--- config.mk ---
export PLATFORM = sky130hd
export DESIGN_NAME = rsx_alu_core
export DESIGN_NICKNAME = d
export VERILOG_FILES = /design/src/rsx_pkg.sv /design/src/rsx_alu_core.sv
export VERILOG_INCLUDE_DIRS = /design/src
export SDC_FILE = /design/constraint.sdc
export NUM_CORES = 2
export LEC_CHECK = 0
export ABC_CLOCK_PERIOD_IN_PS = 4650
export BUFFER_PORTS_ARGS = -buffer_cell sky130_fd_sc_hd__buf_2
export CORE_MARGIN = 5
export CORE_UTILIZATION = 40
export DETAILED_ROUTE_END_ITERATION = 10
export PLACE_DENSITY = 0.53
export SLEW_MARGIN = 20
export SYNTH_ARGS = -nofsm -noshare
export SYNTH_HDL_FRONTEND = slang
export SYNTH_SLANG_ARGS = --single-unit
--- constraint.sdc ---
create_clock -name clk_sys -period 4.65 [get_ports clk_sys]
set_input_delay 1.1625 -clock clk_sys [delete_from_list [all_inputs] [get_ports clk_sys]]
set_output_delay 1.1625 -clock clk_sys [all_outputs]
set_load 0.03 [all_outputs]
--- src/rsx_params.svh ---
// Summary of operation
// - Rotate right through carry, only carry changes
// - Destination bit: 0 to W, 1 to file
// - Immediate minus W written into W
// - Subtract carry and digit carry mean no borrow
// - File minus W to destination, C DC Z
// - W xor immediate into W, zero only
// - W xor file to destination, zero only
// - Nibble swap to destination, no flags change
`ifndef RSX_PARAMS_SVH
`define RSX_PARAMS_SVH

// ==========================================================================
// Register port map
`define RSX_ADDR_FILE_MAX   8'h7F
`define RSX_ADDR_W_REG      8'h80
`define RSX_ADDR_STATUS     8'h81

// ==========================================================================
// Status register field positions
`define RSX_STAT_CARRY      0
`define RSX_STAT_DIGIT      1
`define RSX_STAT_ZERO       2

// ==========================================================================
// Reset values
`define RSX_W_RESET         8'h00
`define RSX_FILE_RESET      8'h00
`define RSX_RDATA_RESET     8'h00
`define RSX_STATUS_RESET    3'h0

// ==========================================================================
// Timing: result visible this many cycles after issue
`define RSX_OP_LATENCY      1

`endif

--- src/rsx_pkg.sv ---
`default_nettype none

// ==========================================================================
// Types shared by the datapath and its users
package rsx_pkg;

   // Operation select
   typedef enum logic [2:0] {
      RSX_OP_ROTATE_RIGHT_VIA_CARRY  = 3'h0,
      RSX_OP_SUBTRACT_FROM_IMMEDIATE = 3'h1,
      RSX_OP_SUBTRACT_FROM_FILE_REG  = 3'h2,
      RSX_OP_XOR_WITH_IMMEDIATE      = 3'h3,
      RSX_OP_XOR_WITH_FILE_REG       = 3'h4,
      RSX_OP_NIBBLE_SWAP             = 3'h5
   } rsx_op_t;

   // One decoded instruction
   typedef struct packed {
      rsx_op_t    op;
      logic [6:0] file_addr;
      logic       dest_file;
      logic [7:0] literal;
   } rsx_req_t;

   // Status flags
   typedef struct packed {
      logic zero;
      logic digit_carry_flag;
      logic carry;
   } rsx_flags_t;

   // Software register port request
   typedef struct packed {
      logic       wr_stb;
      logic       rd_stb;
      logic [7:0] addr;
      logic [7:0] wdata;
   } rsx_bus_req_t;

endpackage : rsx_pkg

`default_nettype wire

--- src/rsx_alu_core.sv ---
// Added by the designer: the placing of the registers and the plain strobed port.
`include "rsx_params.svh"
`default_nettype none

module rsx_alu_core #(
   parameter int FILE_DEPTH = 128
) (
   input  wire logic                    clk_sys,
   input  wire logic                    arst_n,
   input  wire logic                    ce,
   input  wire logic                    op_valid,
   input  wire rsx_pkg::rsx_req_t       op_req,
   input  wire rsx_pkg::rsx_bus_req_t   bus,
   output var  logic [7:0]              rd_data,
   output var  logic [7:0]              w_reg,
   output var  rsx_pkg::rsx_flags_t     flags,
   output var  logic                    op_done
);

   // ==========================================================================
   // Address and operation decode helpers
   function automatic logic addr_is_file(input logic [7:0] addr);
      addr_is_file = (addr <= `RSX_ADDR_FILE_MAX) && (int'(addr) < FILE_DEPTH);
   endfunction : addr_is_file

   function automatic logic op_uses_file(input rsx_pkg::rsx_op_t op);
      op_uses_file = (op == rsx_pkg::RSX_OP_ROTATE_RIGHT_VIA_CARRY) ||
                     (op == rsx_pkg::RSX_OP_SUBTRACT_FROM_FILE_REG) ||
                     (op == rsx_pkg::RSX_OP_XOR_WITH_FILE_REG) ||
                     (op == rsx_pkg::RSX_OP_NIBBLE_SWAP);
   endfunction : op_uses_file

   // ==========================================================================
   // Storage and datapath signals
   logic [7:0]          file_q [FILE_DEPTH];
   logic [7:0]          src_file;
   logic [6:0]          src_hi7;
   logic [7:0]          lit;
   logic [7:0]          sub_minuend;
   logic                op_take;
   logic [7:0]          next_result;
   rsx_pkg::rsx_flags_t next_flags;
   logic                next_to_w;
   logic                next_to_file;
   logic [7:0]          next_status;

   // Operands: the addressed file register and the literal
   assign op_take     = ce && op_valid;
   assign src_file    = file_q[op_req.file_addr];
   assign src_hi7     = src_file[7:1];
   assign lit         = op_req.literal;
   assign sub_minuend = (op_req.op == rsx_pkg::RSX_OP_SUBTRACT_FROM_IMMEDIATE) ? lit : src_file;

   // ==========================================================================
   // Result and flag computation, purely combinational
   always_comb begin
      next_result  = w_reg;
      next_flags   = flags;
      next_to_w    = 1'b0;
      next_to_file = 1'b0;
      case (op_req.op)
         rsx_pkg::RSX_OP_ROTATE_RIGHT_VIA_CARRY: begin
            next_result      = {flags.carry, src_file[7:1]};
            next_flags.carry = src_file[0];
         end
         rsx_pkg::RSX_OP_SUBTRACT_FROM_IMMEDIATE,
         rsx_pkg::RSX_OP_SUBTRACT_FROM_FILE_REG: begin
            // Modulo 256 difference; carry and digit carry report absence of borrow
            next_result                 = sub_minuend - w_reg;
            next_flags.carry            = (w_reg <= sub_minuend);
            next_flags.digit_carry_flag = (w_reg[3:0] <= sub_minuend[3:0]);
            next_flags.zero             = (next_result == 8'h00);
         end
         rsx_pkg::RSX_OP_XOR_WITH_IMMEDIATE: begin
            next_result     = w_reg ^ lit;
            next_flags.zero = (next_result == 8'h00);
         end
         rsx_pkg::RSX_OP_XOR_WITH_FILE_REG: begin
            next_result     = w_reg ^ src_file;
            next_flags.zero = (next_result == 8'h00);
         end
         rsx_pkg::RSX_OP_NIBBLE_SWAP: begin
            next_result = {src_file[3:0], src_file[7:4]};
         end
         default: begin
            next_result = w_reg;
         end
      endcase
      // Literal forms always land in W; file forms follow the select bit
      if (op_uses_file(op_req.op)) begin
         next_to_file = op_req.dest_file;
         next_to_w    = !op_req.dest_file;
      end else begin
         next_to_w = 1'b1;
      end
   end

   // ==========================================================================
   // File register array, one flop byte per entry
   // The operation wins over a software write to the same byte, so an
   // instruction result is never silently lost to a debug poke.
   genvar gi;
   generate
      for (gi = 0; gi < FILE_DEPTH; gi++) begin : g_file
         logic op_hit;
         logic bus_hit;
         assign op_hit  = op_take && next_to_file && (int'(op_req.file_addr) == gi);
         assign bus_hit = ce && bus.wr_stb && addr_is_file(bus.addr) && (int'(bus.addr) == gi);
         always_ff @(posedge clk_sys or negedge arst_n) begin
            if (!arst_n) begin
               file_q[gi] <= `RSX_FILE_RESET;
            end else if (op_hit) begin
               file_q[gi] <= next_result;
            end else if (bus_hit) begin
               file_q[gi] <= bus.wdata;
            end
         end
      end
   endgenerate

   // ==========================================================================
   // Working register
   always_ff @(posedge clk_sys or negedge arst_n) begin
      if (!arst_n) begin
         w_reg <= `RSX_W_RESET;
      end else if (op_take && next_to_w) begin
         w_reg <= next_result;
      end else if (ce && bus.wr_stb && (bus.addr == `RSX_ADDR_W_REG)) begin
         w_reg <= bus.wdata;
      end
   end

   // ==========================================================================
   // Status flags; a taken operation drops a same-cycle software write
   always_ff @(posedge clk_sys or negedge arst_n) begin
      if (!arst_n) begin
         flags <= `RSX_STATUS_RESET;
      end else if (op_take) begin
         flags <= next_flags;
      end else if (ce && bus.wr_stb && (bus.addr == `RSX_ADDR_STATUS)) begin
         flags.carry            <= bus.wdata[`RSX_STAT_CARRY];
         flags.digit_carry_flag <= bus.wdata[`RSX_STAT_DIGIT];
         flags.zero             <= bus.wdata[`RSX_STAT_ZERO];
      end
   end

   // ==========================================================================
   // Completion pulse, one cycle per taken operation
   always_ff @(posedge clk_sys or negedge arst_n) begin
      if (!arst_n) begin
         op_done <= 1'b0;
      end else if (ce) begin
         op_done <= op_valid;
      end
   end

   // ==========================================================================
   // Software read port, data in the cycle after the strobe only
   always_comb begin
      next_status                 = 8'h00;
      next_status[`RSX_STAT_CARRY] = flags.carry;
      next_status[`RSX_STAT_DIGIT] = flags.digit_carry_flag;
      next_status[`RSX_STAT_ZERO]  = flags.zero;
   end

   always_ff @(posedge clk_sys or negedge arst_n) begin
      if (!arst_n) begin
         rd_data <= `RSX_RDATA_RESET;
      end else if (ce) begin
         if (!bus.rd_stb) begin
            rd_data <= `RSX_RDATA_RESET;
         end else if (addr_is_file(bus.addr)) begin
            rd_data <= file_q[bus.addr[6:0]];
         end else if (bus.addr == `RSX_ADDR_W_REG) begin
            rd_data <= w_reg;
         end else if (bus.addr == `RSX_ADDR_STATUS) begin
            rd_data <= next_status;
         end else begin
            rd_data <= 8'h00;                                 // Unmapped reads zero
         end
      end
   end
endmodule : rsx_alu_core

`default_nettype wire

==> flow_results.xml <==
<?xml version="1.0" encoding="UTF-8"?>
<metrics>
  <group name="final_layout">
    <metric name="multi_input_comb_area" unit="um^2">40900</metric>
    <metric name="nFillCells" unit="">15800</metric>
    <metric name="synthToLayoutAreaGrowth" unit="%">22.6</metric>
    <metric name="seq_area" unit="um^2">26100</metric>
    <metric name="nets_final" unit="">7321</metric>
    <metric name="drive_gt1_share" unit="%">33.4</metric>
    <metric name="number_of_flip_flops_under_the_largest_register_name" unit="">1024</metric>
  </group>
  <group name="place">
    <metric name="io_buffer_count" unit="">60</metric>
    <metric name="gp_congestion" unit="">1.03</metric>
    <metric name="detailedPlace.worstSlack" unit="ns">-2.07</metric>
    <metric name="dp_hpwl" unit="um">229000</metric>
  </group>
  <group name="yosys">
    <metric name="ys_seq_area_share" unit="%">37.5</metric>
    <metric name="post_synth_inst_count" unit="">6812</metric>
    <metric name="syn-mean-instance-area" unit="um^2">10.2</metric>
    <metric name="synth.distinct_cells" unit="">80</metric>
    <metric name="edff_count_synth" unit="">0</metric>
    <metric name="synth_top_family_by_area" unit="">multiplexers</metric>
    <metric name="synth.net_count" unit="">6870</metric>
    <metric name="synth-adder-area-share" unit="%">0.316</metric>
    <metric name="postSynth.asyncResetShare" unit="%">100</metric>
    <metric name="synthMuxAreaShare" unit="%">28.7</metric>
    <metric name="share_of_the_synthesized_area_in_compound_gates_ao_oa_aoi_oai" unit="%">16.4</metric>
    <metric name="synth_xor_area_share" unit="%">0.252</metric>
    <metric name="synth_common_cells" unit="">dfrtp_1, a21oi_1, nor2_1, mux4_2, nand2_1</metric>
    <metric name="synth_simple_gate_area_share" unit="%">12.2</metric>
    <metric name="synth.largest_area_cell" unit="">dfrtp_1</metric>
    <metric name="synth_flop_cell" unit="">dfrtp_1</metric>
    <metric name="ys_top_cells_by_area" unit="">dfrtp_1, mux4_2, mux2_2, a21oi_1, a211oi_1</metric>
    <metric name="ys_ff_latch" unit="">1044</metric>
    <metric name="synth.most_common_cell" unit="">dfrtp_1</metric>
    <metric name="ys.warnings.count" unit="">0</metric>
    <metric name="post_synth_instance_area" unit="um^2">69600</metric>
    <metric name="post-synth-top-area-fraction" unit="%">37.5</metric>
  </group>
  <group name="route">
    <metric name="ant_nets" unit="">0</metric>
    <metric name="route.detailed.drc" unit="">0</metric>
    <metric name="detail_route.vias_per_cell" unit="">6.67</metric>
    <metric name="post_drt_wl_per_cell" unit="um">34.2</metric>
    <metric name="route.vias.total" unit="">64700</metric>
    <metric name="dr.pass1.iters" unit="">7</metric>
    <metric name="finalWirelength" unit="um">332000</metric>
    <metric name="drt_first_iter_violations" unit="">9543</metric>
  </group>
  <group name="clock_network">
    <metric name="clock_tree.root_cell" unit="">clkbuf_16</metric>
    <metric name="tritoncts" unit="">yes</metric>
    <metric name="clk_latency" unit="ns">0.82</metric>
    <metric name="clock_tree.buffer_depth" unit="">3</metric>
    <metric name="sink_count" unit="">1044</metric>
    <metric name="cts_hold_buffers" unit="">0</metric>
    <metric name="clk_pin_slew_worst_paths" unit="ns">0.06</metric>
    <metric name="htree_num_levels" unit="">4</metric>
    <metric name="cts_made_buffers" unit="">134</metric>
  </group>
  <group name="pwr">
    <metric name="power_frac_comb" unit="%">25.1</metric>
    <metric name="swShare" unit="%">32.7</metric>
    <metric name="p_per_area" unit="nW/um^2">334</metric>
    <metric name="report.power.total" unit="W">0.0285</metric>
    <metric name="seq_power_share" unit="%">35.1</metric>
    <metric name="maximum_resistive_drop_on_vdd" unit="mV">0.385</metric>
    <metric name="cellInternalPower" unit="W">0.0192</metric>
    <metric name="clkPwrFrac" unit="%">39.8</metric>
    <metric name="power.switching" unit="W">0.00930</metric>
    <metric name="power.leakage" unit="nW">37.9</metric>
  </group>
  <group name="global_routing">
    <metric name="number_of_global_route_vias_before_repair" unit="">60600</metric>
    <metric name="grt_max_degree" unit="">130</metric>
    <metric name="initial_antenna_violation_count" unit="">22</metric>
    <metric name="overflow" unit="">0</metric>
    <metric name="grt_first_pass_wirelength" unit="um">469000</metric>
    <metric name="groute.usage.overall" unit="%">35.6</metric>
  </group>
  <group name="timing">
    <metric name="relSlewSlack" unit="%">13.8</metric>
    <metric name="postLayoutSetupSlackWorst" unit="ns">-0.804</metric>
    <metric name="holdWs" unit="ns">0.435</metric>
    <metric name="final_worst_path_cycle_share" unit="%">117</metric>
    <metric name="fin_crit" unit="ns">5.45</metric>
    <metric name="worst-slew-pin-transition" unit="ns">1.29</metric>
    <metric name="report.final.slew_viol_count" unit="">0</metric>
    <metric name="finalSetupTns" unit="ns">-455.02</metric>
    <metric name="max_clock_freq" unit="GHz">0.183</metric>
    <metric name="setup_viol" unit="">928</metric>
    <metric name="hold_viol_final" unit="">0</metric>
    <metric name="worst_clock_skew" unit="ns">0.0363</metric>
    <metric name="rsz_0062_raised_after_global_routing" unit="">yes</metric>
  </group>
  <group name="setup_path">
    <metric name="critPathCaptureType" unit="">register</metric>
    <metric name="worst_ep_arrival_time" unit="ns">6.14</metric>
    <metric name="highest_delay_cell_along_the_critical_path" unit="">nor3_2</metric>
    <metric name="crit_fanout" unit="">10</metric>
    <metric name="worstSetupStartpointType" unit="">input port</metric>
    <metric name="worst_path_most_repeated_cell" unit="">buf_4</metric>
    <metric name="critical_path.max_stage_delay" unit="ns">0.44</metric>
    <metric name="critical_path_class" unit="">in2reg</metric>
    <metric name="cp_data_required_time" unit="ns">5.33</metric>
  </group>
  <group name="floorplan">
    <metric name="die_area" unit="um^2">182000</metric>
    <metric name="design.portCount" unit="">61</metric>
    <metric name="number_of_rows_in_the_core_area" unit="">153</metric>
    <metric name="floorplan.initialDensity" unit="%">40.1</metric>
    <metric name="placeableCoreArea" unit="um^2">173000</metric>
    <metric name="chipWidth" unit="um">427</metric>
    <metric name="die_h" unit="um">427</metric>
  </group>
  <group name="min_path">
    <metric name="hold_path_class" unit="">in2async</metric>
  </group>
  <group name="job">
    <metric name="drv.max_cap_violation_count" unit="">0</metric>
  </group>
  <group name="outcome">
    <metric name="run_status" unit="">complete, but fails checks</metric>
    <metric name="violations" unit="">negative setup slack</metric>
  </group>
</metrics>
-- cell type report --
type / instances / share of cell area, %
multi-input combinational: 5031 / 48.0
sequential: 1044 / 30.6
timing repair buffer: 1023 / 12.3
clock buffer: 202 / 4.79
tap: 2325 / 3.41
clock inverter: 41 / 0.738
inverter: 29 / 0.134
antenna: 18 / 0.0528
-- critical path, delay by kind of cell --
kind            cells  cell delay, ns
buf+inv             9            1.98
simple gates        8            1.47
compound gates      7            1.25
fa+ha+maj           1            0.25
-- metal layers --
| layer | vias to the layer above | GRT usage, % | share of wire [%] |
|---|---|---|---|
| met5 | - | 0 | 0.020 |
| met4 | 10 | 19.6 | 7.0 |
| met3 | 1010 | 10.7 | 12 |
| met2 | 4366 | 51.9 | 43 |
| met1 | 32900 | 47.4 | 38 |
| li1 | 26500 | - | - |
-- power by group through the flow --
stage / clock network, W / logic (W) / registers (W)
after detailed placement: 0 / 0.00638 / 0.0101
after global placement: 0 / 0.00635 / 0.0101
after CTS: 0.0114 / 0.00674 / 0.00996
after floorplan: 0 / 0.00332 / 0.00997
final: 0.0113 / 0.00716 / 0.00998
after global routing: 0.0118 / 0.00734 / 0.0100
-- what timing repair did --
action,in CTS,in global routing
buffers inserted,30,9
pin swaps,14,10
endpoints found under the hold margin,0,0
setup endpoints to repair,1034,957
cloned,6,8
resized for setup,104,49
-- final timing paths --
check / from / to / slack, ns / cells after the start
worst max-delay path: op_req[11] / file_q[279] / -0.80 / 25
worst min-delay path: arst_n / file_q[731] / 0.43 / 1
min in group clk_sys: rd_data[1] / rd_data[1] / 0.52 / 2
max in group asynchronous: arst_n / file_q[736] / 2.97 / 2
worst min register to register: rd_data[1] / rd_data[1] / 0.52 / 2
worst max register to register: file_q[168] / file_q[230] / -0.62 / 23
-- cell usage in the layout (no fill, tap or decap), types with 9 or more instances in the layout --
cell / instances
buf_2: 43
clkinv_2: 13
nand2_1: 549
nand2b_1: 21
a22oi_1: 77
buf_12: 185
or2_2: 12
a21oi_1: 847
or3_1: 9
clkbuf_8: 35
mux2_2: 534
buf_6: 22
buf_4: 743
o22ai_1: 21
nor2_1: 680
o211ai_1: 133
diode_2: 18
o21ai_0: 192
inv_1: 24
nor3_2: 13
o21ai_1: 10
mux4_2: 557
dfrtp_1: 1044
a31oi_1: 135
bufinv_16: 13
a22o_1: 17
clkbuf_16: 147
a21oi_2: 21
and2_1: 12
ha_1: 13
nor2b_1: 268
xnor2_1: 9
clkbuf_1: 27
nor3_1: 26
buf_16: 15
nand3_1: 121
and3_1: 103
mux2i_1: 137
a211oi_1: 351
-- through the flow --
stage | std cells | cell area [um^2] | util [%]
floorplan | 6812 | 69900 | -
global placement | 9402 | 79100 | 45.6
detailed placement | 9402 | 79100 | 45.6
CTS | 9680 | 84800 | 48.9
global route | 9699 | 85200 | 49.1
finish | 9713 | 85300 | 49.2
-- logic make-up (layout without fill, tap and decap cells) --
family,Yosys count,count (layout)
AO/OA/AOI/OAI,1891,1891
AND/OR/NAND/NOR,1873,1873
multiplexers,1230,1230
flip-flops,1044,1044
buffers and inverters,737,1295
XOR/XNOR,20,20
adder cells (fa/ha/maj),17,17
other,0,18
(Power assumes the default switching activity.)
